--- src/hw/flash_protect_pkg.sv ---
package flash_protect_pkg;

  localparam int ADDR_W = 20;
  localparam int WORD_W = 16;
  localparam int SHIFT_W = 48;
  localparam int CNT_W = 6;

  // status register layout
  localparam int BUSY_BIT = 0;
  localparam int WEL_BIT = 1;
  localparam int LEVEL_LSB = 2;
  localparam int LEVEL_W = 3;
  localparam int RSVD_BIT = 5;
  localparam int AAI_BIT = 6;
  localparam int LOCK_BIT = 7;

  // power-up values
  localparam logic BUSY_RESET = 1'b0;
  localparam logic WEL_RESET = 1'b0;
  localparam logic [2:0] LEVEL_RESET = 3'h7;
  localparam logic RSVD_VALUE = 1'b0;
  localparam logic AAI_RESET = 1'b0;
  localparam logic LOCK_RESET = 1'b0;

  // instruction codes
  localparam logic [7:0] OP_READ_STATUS = 8'h05;
  localparam logic [7:0] OP_WRITE_ENABLE = 8'h06;
  localparam logic [7:0] OP_WRITE_DISABLE = 8'h04;
  localparam logic [7:0] OP_STATUS_WRITE = 8'h01;
  localparam logic [7:0] OP_BYTE_PROGRAM = 8'h02;
  localparam logic [7:0] OP_SECTOR_ERASE = 8'h20;
  localparam logic [7:0] OP_BLOCK_ERASE = 8'hD8;
  localparam logic [7:0] OP_CHIP_ERASE_A = 8'h60;
  localparam logic [7:0] OP_CHIP_ERASE_B = 8'hC7;
  localparam logic [7:0] OP_AUTO_INCR = 8'hAD;

  // instruction lengths in serial clock rising edges
  localparam logic [5:0] LEN_OPCODE = 6'h08;
  localparam logic [5:0] LEN_STATUS_WRITE = 6'h10;
  localparam logic [5:0] LEN_ERASE = 6'h20;
  localparam logic [5:0] LEN_PROGRAM = 6'h28;
  localparam logic [5:0] LEN_AAI_FIRST = 6'h30;
  localparam logic [5:0] LEN_AAI_NEXT = 6'h18;
  localparam logic [5:0] CNT_MAX = 6'h3F;

  // protection decode
  localparam logic [2:0] LEVEL_NONE = 3'h0;
  localparam logic [2:0] LEVEL_ALL_FROM = 3'h5;
  localparam logic [4:0] BLOCK_COUNT = 5'h10;
  localparam logic [19:0] AAI_TOP_ADDR = 20'hFFFFE;
  localparam logic [19:0] AAI_STEP = 20'h00002;

  localparam logic [3:0] PIN_SYNC_INIT = 4'hF;

  typedef enum logic [2:0] {
    ARR_IDLE,
    ARR_BYTE,
    ARR_SECTOR,
    ARR_BLOCK,
    ARR_CHIP,
    ARR_WORD
  } array_cmd_t;

  // true when the 64K block holding addr lies in the protected region
  function automatic logic prot_hit(input logic [2:0] level,
                                    input logic [19:0] addr,
                                    input logic at_top);
    logic [4:0] blocks;
    logic [4:0] blk;
    blocks = 5'h01 << (level - 3'h1);
    blk = {1'b0, addr[19:16]};
    if (level == LEVEL_NONE) begin
      prot_hit = 1'b0;
    end else if (level >= LEVEL_ALL_FROM) begin
      prot_hit = 1'b1;
    end else if (at_top) begin
      prot_hit = blk >= (BLOCK_COUNT - blocks);
    end else begin
      prot_hit = blk < blocks;
    end
  endfunction

endpackage

--- src/hw/flash_protect_status.sv ---
`timescale 1ns/1ns
`default_nettype none

module flash_protect_status #(
  parameter logic PROTECT_AT_TOP = 1'b1
) (
  // clock and reset
  input wire logic clk_i,
  input wire logic reset_i,
  // serial pins
  input wire logic ce_n_i,
  input wire logic sck_i,
  input wire logic si_i,
  output logic so_o,
  output logic so_oe_o,
  input wire logic wp_n_i,
  input wire logic hold_n_i,
  // array operation port
  output logic array_req_o,
  output flash_protect_pkg::array_cmd_t array_cmd_o,
  output logic [flash_protect_pkg::ADDR_W-1:0] array_addr_o,
  output logic [flash_protect_pkg::WORD_W-1:0] array_data_o,
  input wire logic array_done_i,
  // state view
  output logic [7:0] status_o,
  output logic hold_o
);
  import flash_protect_pkg::*;

  //////////////////////////////////////////////////////////////////////////
  // pin synchronisation and edges

  logic [3:0] pins_sync;
  logic si_sync;
  logic ce_n_s;
  logic sck_s;
  logic wp_n_s;
  logic hold_n_s;
  logic sck_prev_reg;
  logic ce_prev_reg;

  pin_sync #(.W(4), .INIT(PIN_SYNC_INIT)) ctl_sync (
    .clk_i(clk_i),
    .reset_i(reset_i),
    .pin_i({ce_n_i, sck_i, wp_n_i, hold_n_i}),
    .sync_o(pins_sync)
  );

  pin_sync #(.W(1), .INIT(1'b0)) data_sync (
    .clk_i(clk_i),
    .reset_i(reset_i),
    .pin_i(si_i),
    .sync_o(si_sync)
  );

  assign ce_n_s = pins_sync[3];
  assign sck_s = pins_sync[2];
  assign wp_n_s = pins_sync[1];
  assign hold_n_s = pins_sync[0];

  always_ff @(posedge clk_i or posedge reset_i) begin
    if (reset_i) begin
      sck_prev_reg <= 1'b1;
      ce_prev_reg <= 1'b1;
    end else begin
      sck_prev_reg <= sck_s;
      ce_prev_reg <= ce_n_s;
    end
  end

  //////////////////////////////////////////////////////////////////////////
  // pause control

  logic hold_reg;
  logic hold_enter;
  logic hold_exit;
  logic sck_rise;
  logic sck_fall;
  logic ce_rise;

  assign hold_enter = ~hold_reg & ~ce_n_s & ~hold_n_s & ~sck_s;
  assign hold_exit = hold_reg & hold_n_s & ~sck_s;

  always_ff @(posedge clk_i or posedge reset_i) begin
    if (reset_i) begin
      hold_reg <= 1'b0;
    end else if (hold_enter) begin
      hold_reg <= 1'b1;
    end else if (hold_exit) begin
      hold_reg <= 1'b0;
    end
  end

  // clock edges are invisible while paused
  assign sck_rise = sck_s & ~sck_prev_reg & ~ce_n_s & ~hold_reg;
  assign sck_fall = ~sck_s & sck_prev_reg & ~ce_n_s & ~hold_reg;
  assign ce_rise = ce_n_s & ~ce_prev_reg;

  //////////////////////////////////////////////////////////////////////////
  // serial shifter

  logic [SHIFT_W-1:0] shift_reg;
  logic [5:0] bit_cnt_reg;
  logic [7:0] op_reg;
  logic [7:0] op_next;

  assign op_next = {shift_reg[6:0], si_sync};

  // chip select high clears the sequence, also inside a pause
  always_ff @(posedge clk_i or posedge reset_i) begin
    if (reset_i) begin
      bit_cnt_reg <= 6'h00;
    end else if (ce_n_s) begin
      bit_cnt_reg <= 6'h00;
    end else if (sck_rise && bit_cnt_reg != CNT_MAX) begin
      bit_cnt_reg <= bit_cnt_reg + 6'h01;
    end
  end

  always_ff @(posedge clk_i or posedge reset_i) begin
    if (reset_i) begin
      shift_reg <= '0;
    end else if (sck_rise) begin
      shift_reg <= {shift_reg[SHIFT_W-2:0], si_sync};
    end
  end

  always_ff @(posedge clk_i or posedge reset_i) begin
    if (reset_i) begin
      op_reg <= 8'h00;
    end else if (sck_rise && bit_cnt_reg == LEN_OPCODE - 6'h01) begin
      op_reg <= op_next;
    end
  end

  //////////////////////////////////////////////////////////////////////////
  // status register

  logic busy_reg;
  logic wel_reg;
  logic [2:0] level_reg;
  logic aai_reg;
  logic lock_reg;
  logic [7:0] status;

  assign status = {lock_reg, aai_reg, RSVD_VALUE, level_reg,
                   wel_reg, busy_reg};

  //////////////////////////////////////////////////////////////////////////
  // instruction decode at chip select release

  logic exec;
  logic [19:0] prog_addr;
  logic [19:0] erase_addr;
  logic [19:0] aai_first_addr;
  logic [19:0] aai_addr_reg;
  logic normal_ok;
  logic do_write_enable_instr;
  logic do_write_disable_instr;
  logic do_status_write_instr;
  logic status_write_instr_allowed;
  logic do_byte;
  logic do_sector;
  logic do_block;
  logic do_chip;
  logic do_aai_first;
  logic do_aai_next;
  logic launch;
  logic [7:0] status_data;

  // busy lets nothing but status reads through
  assign exec = ce_rise & ~hold_reg & ~busy_reg;

  assign prog_addr = shift_reg[27:8];
  assign erase_addr = shift_reg[19:0];
  assign aai_first_addr = shift_reg[35:16];
  assign status_data = shift_reg[7:0];

  assign normal_ok = wel_reg & ~aai_reg;

  assign do_write_enable_instr = exec & op_reg == OP_WRITE_ENABLE &
                   bit_cnt_reg == LEN_OPCODE;
  assign do_write_disable_instr = exec & op_reg == OP_WRITE_DISABLE &
                   bit_cnt_reg == LEN_OPCODE;
  assign do_status_write_instr = exec & op_reg == OP_STATUS_WRITE &
                   bit_cnt_reg == LEN_STATUS_WRITE;
  assign status_write_instr_allowed = wp_n_s | ~lock_reg;

  assign do_byte = exec & op_reg == OP_BYTE_PROGRAM &
                   bit_cnt_reg == LEN_PROGRAM & normal_ok &
                   ~prot_hit(level_reg, prog_addr, PROTECT_AT_TOP);
  assign do_sector = exec & op_reg == OP_SECTOR_ERASE &
                     bit_cnt_reg == LEN_ERASE & normal_ok &
                     ~prot_hit(level_reg, erase_addr, PROTECT_AT_TOP);
  assign do_block = exec & op_reg == OP_BLOCK_ERASE &
                    bit_cnt_reg == LEN_ERASE & normal_ok &
                    ~prot_hit(level_reg, erase_addr, PROTECT_AT_TOP);
  assign do_chip = exec & (op_reg == OP_CHIP_ERASE_A |
                   op_reg == OP_CHIP_ERASE_B) &
                   bit_cnt_reg == LEN_OPCODE & normal_ok &
                   level_reg == LEVEL_NONE;
  assign do_aai_first = exec & op_reg == OP_AUTO_INCR &
                        bit_cnt_reg == LEN_AAI_FIRST & normal_ok &
                        ~prot_hit(level_reg, aai_first_addr,
                                  PROTECT_AT_TOP);
  assign do_aai_next = exec & op_reg == OP_AUTO_INCR &
                       bit_cnt_reg == LEN_AAI_NEXT & aai_reg & wel_reg &
                       ~prot_hit(level_reg, aai_addr_reg,
                                 PROTECT_AT_TOP);

  assign launch = do_byte | do_sector | do_block | do_chip |
                  do_aai_first | do_aai_next;

  //////////////////////////////////////////////////////////////////////////
  // array request

  logic req_reg;
  array_cmd_t cmd_reg;
  array_cmd_t cmd_next;
  logic [19:0] addr_reg;
  logic [19:0] addr_next;
  logic [15:0] data_reg;
  logic [15:0] data_next;
  logic top_word_reg;
  logic done_clear;

  assign cmd_next = do_byte ? ARR_BYTE :
                    do_sector ? ARR_SECTOR :
                    do_block ? ARR_BLOCK :
                    do_chip ? ARR_CHIP : ARR_WORD;
  assign addr_next = do_byte ? prog_addr :
                     (do_sector | do_block) ? erase_addr :
                     do_chip ? 20'h00000 :
                     do_aai_first ? aai_first_addr : aai_addr_reg;
  assign data_next = do_byte ? {8'h00, status_data} : shift_reg[15:0];

  always_ff @(posedge clk_i or posedge reset_i) begin
    if (reset_i) begin
      req_reg <= 1'b0;
    end else begin
      req_reg <= launch;
    end
  end

  always_ff @(posedge clk_i or posedge reset_i) begin
    if (reset_i) begin
      cmd_reg <= ARR_IDLE;
      addr_reg <= 20'h00000;
      data_reg <= 16'h0000;
      top_word_reg <= 1'b0;
    end else if (launch) begin
      cmd_reg <= cmd_next;
      addr_reg <= addr_next;
      data_reg <= data_next;
      top_word_reg <= addr_next == AAI_TOP_ADDR;
    end
  end

  // word address for the next auto-increment step
  always_ff @(posedge clk_i or posedge reset_i) begin
    if (reset_i) begin
      aai_addr_reg <= 20'h00000;
    end else if (do_aai_first | do_aai_next) begin
      aai_addr_reg <= addr_next + AAI_STEP;
    end
  end

  // finished operations that drop the write-enable latch
  assign done_clear = busy_reg & array_done_i &
                      (cmd_reg != ARR_WORD | top_word_reg);

  //////////////////////////////////////////////////////////////////////////
  // status bit updates

  always_ff @(posedge clk_i or posedge reset_i) begin
    if (reset_i) begin
      busy_reg <= BUSY_RESET;
    end else begin
      busy_reg <= launch | (busy_reg & ~array_done_i);
    end
  end

  always_ff @(posedge clk_i or posedge reset_i) begin
    if (reset_i) begin
      wel_reg <= WEL_RESET;
    end else begin
      wel_reg <= do_write_enable_instr | (wel_reg & ~(do_write_disable_instr | do_status_write_instr | done_clear));
    end
  end

  always_ff @(posedge clk_i or posedge reset_i) begin
    if (reset_i) begin
      aai_reg <= AAI_RESET;
    end else if (do_aai_first) begin
      aai_reg <= 1'b1;
    end else if (do_write_disable_instr | (done_clear & cmd_reg == ARR_WORD)) begin
      aai_reg <= 1'b0;
    end
  end

  always_ff @(posedge clk_i or posedge reset_i) begin
    if (reset_i) begin
      level_reg <= LEVEL_RESET;
      lock_reg <= LOCK_RESET;
    end else if (do_status_write_instr && status_write_instr_allowed) begin
      level_reg <= status_data[LEVEL_LSB +: LEVEL_W];
      lock_reg <= status_data[LOCK_BIT];
    end
  end

  //////////////////////////////////////////////////////////////////////////
  // status read out

  logic rdsr_phase;
  logic [2:0] out_idx_reg;
  logic so_reg;

  assign rdsr_phase = op_reg == OP_READ_STATUS & bit_cnt_reg >= LEN_OPCODE;

  // bits leave msb first on falling clock, repeating while selected
  always_ff @(posedge clk_i or posedge reset_i) begin
    if (reset_i) begin
      out_idx_reg <= 3'h0;
      so_reg <= 1'b0;
    end else if (ce_n_s) begin
      out_idx_reg <= 3'h0;
    end else if (sck_fall && rdsr_phase) begin
      out_idx_reg <= out_idx_reg + 3'h1;
      so_reg <= status[~out_idx_reg];
    end
  end

  //////////////////////////////////////////////////////////////////////////
  // outputs

  assign so_o = so_reg;
  assign so_oe_o = ~ce_n_s & ~hold_reg & rdsr_phase;
  assign array_req_o = req_reg;
  assign array_cmd_o = cmd_reg;
  assign array_addr_o = addr_reg;
  assign array_data_o = data_reg;
  assign status_o = status;
  assign hold_o = hold_reg;

endmodule

`default_nettype wire

--- src/hw/pin_sync.sv ---
`timescale 1ns/1ns
`default_nettype none

module pin_sync #(
  parameter int W = 4,
  parameter logic [W-1:0] INIT = '0
) (
  // clock and reset
  input wire logic clk_i,
  input wire logic reset_i,
  // pins
  input wire logic [W-1:0] pin_i,
  output logic [W-1:0] sync_o
);

  logic [W-1:0] meta_reg;
  logic [W-1:0] sync_reg;

  always_ff @(posedge clk_i or posedge reset_i) begin
    if (reset_i) begin
      meta_reg <= INIT;
      sync_reg <= INIT;
    end else begin
      meta_reg <= pin_i;
      sync_reg <= meta_reg;
    end
  end

  assign sync_o = sync_reg;

endmodule

`default_nettype wire

--- config.mk ---
export PLATFORM = sky130hd
export DESIGN_NAME = flash_protect_status
export DESIGN_NICKNAME = d
export VERILOG_FILES = /design/src/hw/flash_protect_pkg.sv /design/src/hw/flash_protect_status.sv /design/src/hw/pin_sync.sv
export SDC_FILE = /design/constraint.sdc
export NUM_CORES = 1
export LEC_CHECK = 0
export BUFFER_PORTS_ARGS = -buffer_cell sky130_fd_sc_hd__buf_2
export CAP_MARGIN = 20
export CORE_UTILIZATION = 45
export CTS_CLUSTER_DIAMETER = 150
export DETAILED_ROUTE_END_ITERATION = 8
export PLACE_DENSITY_LB_ADDON = 0.3
export SLEW_MARGIN = 20
export SYNTH_ARGS = -nofsm -noshare
export SYNTH_HDL_FRONTEND = slang
export SYNTH_SLANG_ARGS = --single-unit
--- constraint.sdc ---
create_clock -name clk_i -period 4.4 [get_ports clk_i]
set_input_delay 0.66 -clock clk_i [delete_from_list [all_inputs] [get_ports clk_i]]
set_output_delay 0.66 -clock clk_i [all_outputs]
set_load 0.02 [all_outputs]
* Word level (Yosys, flattened, before mapping)
Cells that the tools add are included. W data, S select, Z words.
Cells by class: add/sub/neg operators 5, magnitude comparators 7, eq/ne operators 21, shifts and indexed selects 1, muxes and demuxes 27, bitwise operators 83, reduce and logical (&&, ||, !) cells 10
Operators by type and width (count):
- $mux W20 | 4
- $and A1 B1 Y1 | 52
- $eq A8 B3 Y1 const B | 3
- $eq A8 B8 Y1 const B | 3
- $add A20 B2 Y20 const B | 1
- $eq A20 B20 Y1 const B | 1
- $ge A4 B5 Y1 | 4
- $eq A6 B6 Y1 const B | 3
- $mux W16 | 1
- $mux W3 | 5
- $not A1 Y1 | 15
- $or A1 B1 Y1 | 15
- $mux W1 | 14
- $eq A6 B5 Y1 const B | 2
- $mux W6 | 2
- $eq A8 B1 Y1 const B | 1
- $eq A8 B2 Y1 const B | 1
- $eq A8 B6 Y1 const B | 1
- $eq A8 B7 Y1 const B | 1
- $reduce_bool A2 Y1 | 4
- $add A6 B1 Y6 const B | 1
- $eq A6 B3 Y1 const B | 1
- $eq A6 B4 Y1 const B | 1
- $ge A6 B4 Y1 const B | 1
- other kinds (14) | 17
Word-level totals: register bits 135, bits of input ports 8, output and inout port bits 51, logic and storage cells 177

* Longest topological paths before layout
depth in word-level cells 14, depth in mapped cells 18, depth with buffers taken out 16

* Cells and area by module
Synthesis repeated with hierarchy kept, for this count alone.
Unflattened totals: cell total of the unflattened synthesis 673, area, all modules 6815.3 um^2
Modules (own cells, without submodules):
- flash_protect_status | instances 1, cells an instance 661, area an instance 6547.5 um^2, seq. area each 3134.3 um^2
- pin_sync (ctl_sync) | instances 1, cells an instance 9, area an instance 214.0 um^2, seq. area each 210.2 um^2
- pin_sync (data_sync) | instances 1, cells an instance 3, area an instance 53.8 um^2, seq. area each 50.0 um^2

* Worst setup path before layout
OpenSTA, ideal clock, no wires.
path kind reg-to-reg, from register level_reg[0], to register aai_addr_reg[17], setup time 95 ps, arrival 4211 ps, required time 4305 ps, setup slack 93 ps, cell stages (with the launch flop) 19, path buffers 3, clock period less this slack 4307 ps, cells stage by stage dfstp_2 > buf_6 > nor3b_1 > ha_1 > nand2b_1 > a221oi_1 > o221ai_1 > or4_1 > buf_1 > nand2_1 > o21bai_1 > o21ai_0 > nor2_1 > ha_1 > and2_1 > clkbuf_1 > nand3_2 > o31a_1 > o31ai_1
Between the ends: cells in the longest elaborated chain, start to end 13, elaborated cells on any way between the ends 34, those cells by class 3 x add/sub; 5 x order compare; 1 x shift; 12 x mux; 12 x bitwise; 1 x reduce/logical
RTL lines:
- start: declaration | RTL line flash_protect_status.sv:141 | logic [2:0] level_reg;
- start signal: assignment | RTL line flash_protect_status.sv:306 | level_reg <= status_data[LEVEL_LSB +: LEVEL_W];
- $sub A3 B1 Y3 | RTL line flash_protect_pkg.sv:70 | blocks = 5'h01 << (level - 3'h1);
- $shl A1 B3 Y5 | RTL line flash_protect_pkg.sv:70
- $sub A5 B5 Y5 | RTL line flash_protect_pkg.sv:77 | prot_hit = blk >= (BLOCK_COUNT - blocks);
- $ge A4 B5 Y1 | RTL line flash_protect_pkg.sv:77
- $mux W1 | RTL line flash_protect_pkg.sv:74 | end else if (level >= LEVEL_ALL_FROM) begin
- $mux W1 | RTL line flash_protect_pkg.sv:72 | if (level == LEVEL_NONE) begin
- $not A1 Y1 | RTL line flash_protect_status.sv:204 | ~prot_hit(level_reg, aai_first_addr,
- $and A1 B1 Y1 | RTL line flash_protect_status.sv:203 | bit_cnt_reg == LEN_AAI_FIRST & normal_ok &
- $mux W20 | RTL line flash_protect_status.sv:234 | do_aai_first ? aai_first_addr : aai_addr_reg;
- $mux W20 | RTL line flash_protect_status.sv:233 | do_chip ? 20'h00000 :
- $mux W20 | RTL line flash_protect_status.sv:232 | (do_sector | do_block) ? erase_addr :
- $mux W20 (*) | RTL line flash_protect_status.sv:231 | assign addr_next = do_byte ? prog_addr :
- via addr_next[2] | RTL line flash_protect_status.sv:221 | logic [19:0] addr_next;
- $add A20 B2 Y20 (*) | RTL line flash_protect_status.sv:264 | aai_addr_reg <= addr_next + AAI_STEP;
- end signal: assignment | RTL line flash_protect_status.sv:264
- end: declaration | RTL line flash_protect_status.sv:156 | logic [19:0] aai_addr_reg;
Mark *: on every way through the listed nets, which the timed path passes. The rest lies on a longest branch. A chain may end at the register's enable or synchronous reset.

* Worst setup path after layout
from register level_reg[1], to register aai_addr_reg[14]
Between the ends: cells in the longest elaborated chain, start to end 13, elaborated cells on any way between the ends 34, those cells by class 3 x add/sub; 5 x order compare; 1 x shift; 12 x mux; 12 x bitwise; 1 x reduce/logical
RTL lines (RTL line):
- $sub A3 B1 Y3 | flash_protect_pkg.sv:70
- $shl A1 B3 Y5 | flash_protect_pkg.sv:70
- $sub A5 B5 Y5 | flash_protect_pkg.sv:77
- $ge A4 B5 Y1 | flash_protect_pkg.sv:77
- $mux W1 | flash_protect_pkg.sv:74
- $mux W1 | flash_protect_pkg.sv:72
- $not A1 Y1 | flash_protect_status.sv:204
- $and A1 B1 Y1 | flash_protect_status.sv:203
- $mux W20 | flash_protect_status.sv:234
- $mux W20 | flash_protect_status.sv:233
- $mux W20 | flash_protect_status.sv:232
- $mux W20 | flash_protect_status.sv:231
- $add A20 B2 Y20 | flash_protect_status.sv:264
Several ways; a longest one is shown, not always the timed one.

==> flow_summary.json <==
{
  "ys_warn_count": 0,
  "async_flop_share_pct": 100,
  "htreeDepth": 4,
  "setup_ws_ns": 0.289,
  "path_buf_inv": 1,
  "hold_path.class": "in -> async",
  "hold_violations": 0,
  "synth_ff_type": "dfrtp_1",
  "fin_total_pwr_mw": 2.95,
  "core_mm2": 0.0146,
  "syn_to_final_growth_pct": 18.9,
  "gp_congestion": 0.958,
  "syn-cell-area_mm2": 0.00679,
  "fmax_mhz": 243,
  "dieArea_mm2": 0.0156,
  "synth_top_area_share_pct": 45.0,
  "clk_path_buf_depth": 2,
  "worst-path-stages": 13,
  "syn_inst": 669,
  "post-route-min-period_ns": 4.11,
  "initial_core_util_pct": 46.4,
  "path_delay_family": "simple AND/OR/NAND/NOR gates",
  "violations": "DRC",
  "ys_types": 71,
  "regArea_mm2": 0.00339,
  "fill_cells": 1256,
  "multiInputGateArea_mm2": 0.00322,
  "worstPathRequired_ns": 4.76,
  "fin_nets": 762,
  "final_util_pct": 55.1,
  "ys_seq_elements": 135,
  "worstSetupEndpoint": "aai_addr_reg[14]",
  "dp.final_hpwl_mm": 11.9,
  "synth_area_leader_cell": "dfrtp_1",
  "synth-edff-count": 0,
  "dp_slack_ns": 0.110,
  "setup_viol": 0,
  "irDropWorstVdd_uv": 248,
  "clock_latency_ns": 0.43,
  "grt_pass1_vias": 5443,
  "worstMarginPinSlew_ns": 0.754,
  "via_per_inst": 5.90,
  "rows": 44,
  "ff2ff_path_depth": 13,
  "insertedDiodeCount": 0,
  "drcViolationCount": 2,
  "start_kind": "register",
  "fin_crit_sh_pct": 93.4,
  "leakagePower_nw": 3.83,
  "die-width_um": 125,
  "drive_gt1_share_pct": 28.2,
  "grt_overflow": 0,
  "pin_count": 59,
  "ant_nets": 0,
  "cts_hold_buffers": 0,
  "crit_chain": "xor2_1 > nand2_1 > ha_1 > a221oi_1 > o221ai_2 > or3_1 > o21ai_1 > buf_4 > o21ai_0 > nor2_1 > nand3_2 > or4b_1 > nand3_1",
  "drv_slew": 0,
  "antenna_found_initial": 0,
  "power_density_mw_per_mm2": 365,
  "crit_fanout": 9,
  "vias": 5526,
  "path_clk_slew_ns": 0.06,
  "first_pass_iters": 7,
  "cpPeakStageDelay_ns": 0.64,
  "grt_use_total_pct": 24.0,
  "grt_pass1_wl_mm": 28.9,
  "cts-root-buf": "clkbuf_16",
  "critical_path_class": "reg -> reg",
  "finClkSkew_ns": 0.00793,
  "seq_area_frac_synth_pct": 50.0,
  "wire_per_inst_um": 18.6,
  "r2r-end": "aai_addr_reg[14]",
  "setup_tns_ns": 0,
  "r2r_slack_ns": 0.29,
  "crit_path_end_kind": "register",
  "drt_iter0_drc": 477,
  "yosys-top-cells-area": "dfrtp_1 (45%), mux2_2 (9.6%), nand2_1 (5.6%), dfstp_2 (5.0%), o21ai_0 (3.2%)",
  "crit_path_start": "level_reg[1]",
  "cts_sinks": 135,
  "slowest_stage": "dfstp_2",
  "io_buffers": 57,
  "die_h_um": 125,
  "crit_arrival_ns": 4.47,
  "cap_violations": 0,
  "grt_start_max_net_pins": 110,
  "largest_reg_flops": 36,
  "r2r-start": "level_reg[1]",
  "status": "finished, violations left",
  "syn-num-nets": 691,
  "cts_tree": "yes",
  "relSlewSlack_pct": 49.2,
  "wirelength_mm": 17.4,
  "avgSynthCellArea_um2": 10.1,
  "cts_buffers": 17
}
## metrics by stage
| stage | instances | area (um2) | hold WS (ns) |
|---|---|---|---|
| 2_1_floorplan | 669 | 6790 | 0.331 |
| 3_3_place_gp | 899 | 7350 | 0.337 |
| 3_5_place_dp | 899 | 7350 | 0.342 |
| 4_1_cts | 931 | 7990 | 0.315 |
| 5_1_grt | 937 | 8070 | 0.211 |
| 6_report | 937 | 8070 | 0.202 |
## cell families after synthesis
| group | Yosys count | synth area share (%) |
|---|---|---|
| other | 1 | 0.0552 |
| DFF | 135 | 50.0 |
| AOI/OAI and AO/OA | 148 | 14.2 |
| xor gates and xnor gates | 15 | 1.94 |
| muxes | 61 | 10.2 |
| buffers and inverters | 47 | 3.08 |
| and+or+nand+nor | 246 | 17.5 |
| adders and majority gates | 16 | 2.89 |
## worst min path at each step
stage,to,slack [ns]
detailed placement,data_sync.sync_o,0.34
finish,data_sync.meta_reg,0.20
global placement,data_sync.sync_o,0.34
floorplan,data_sync.sync_o,0.33
global route,array_data_o[6],0.21
CTS,ctl_sync.meta_reg[3],0.31
## cell usage after synthesis (4+ instances only)
master / n
dfrtp_1: 122
nand2_1: 102
mux2_2: 58
nor2_1: 50
o21ai_0: 44
a21oi_1: 37
clkbuf_1: 24
nand3_1: 18
nor3_1: 15
ha_1: 14
dfstp_2: 13
a22o_1: 12
inv_1: 11
nand4_1: 11
xnor2_1: 9
o21a_1: 8
nand2b_1: 7
buf_4: 6
nor4_1: 6
o22a_1: 6
o31ai_1: 6
xor2_1: 6
o21ai_1: 5
nor4b_1: 4
or3_1: 4
## where the power goes
| group | internal, mW | switching [mW] | total [mW] |
|---|---|---|---|
| Clock | 0.961 | 0.582 | 1.54 |
| Combinational | 0.0317 | 0.0439 | 0.0756 |
| Sequential | 1.27 | 0.0577 | 1.33 |
## repair_timing
action                                 in CTS  in global routing
buffers inserted                            0                  5
setup endpoints to repair                   0                 12
endpoints found under the hold margin       0                  0
gates resized for setup                     0                  5
## placed cells by master (no fill, tap or decap), types with 14 or more instances in the layout
cell and instances:
buf_4 30, a21oi_1 36, o21ai_0 44, nor2_1 50, nor3_1 15, mux2_2 58, nand2_1 102, buf_2 57
ha_1 14, nand3_1 18, dfrtp_1 122, clkbuf_16 17
## per-layer routing
| layer | vias up | wire (um) | GRT usage [%] |
|---|---|---|---|
| met5 | - | 0 | 0 |
| met2 | 211 | 8150 | 36.8 |
| li1 | 2548 | - | - |
| met3 | 39 | 1160 | 4.94 |
| met4 | 0 | 498 | 12.4 |
| met1 | 2728 | 7610 | 32.3 |
## cell type report
class	instances	area share (%)
Timing Repair Buffer	88	6.67
Sequential cell	135	42.1
Multi-Input combinational cell	487	39.9
Clock buffer	17	5.27
Clock inverter	15	2.67
Inverter	11	0.574
Tap cell	184	2.85
Power figures use the tool's default switching activity.
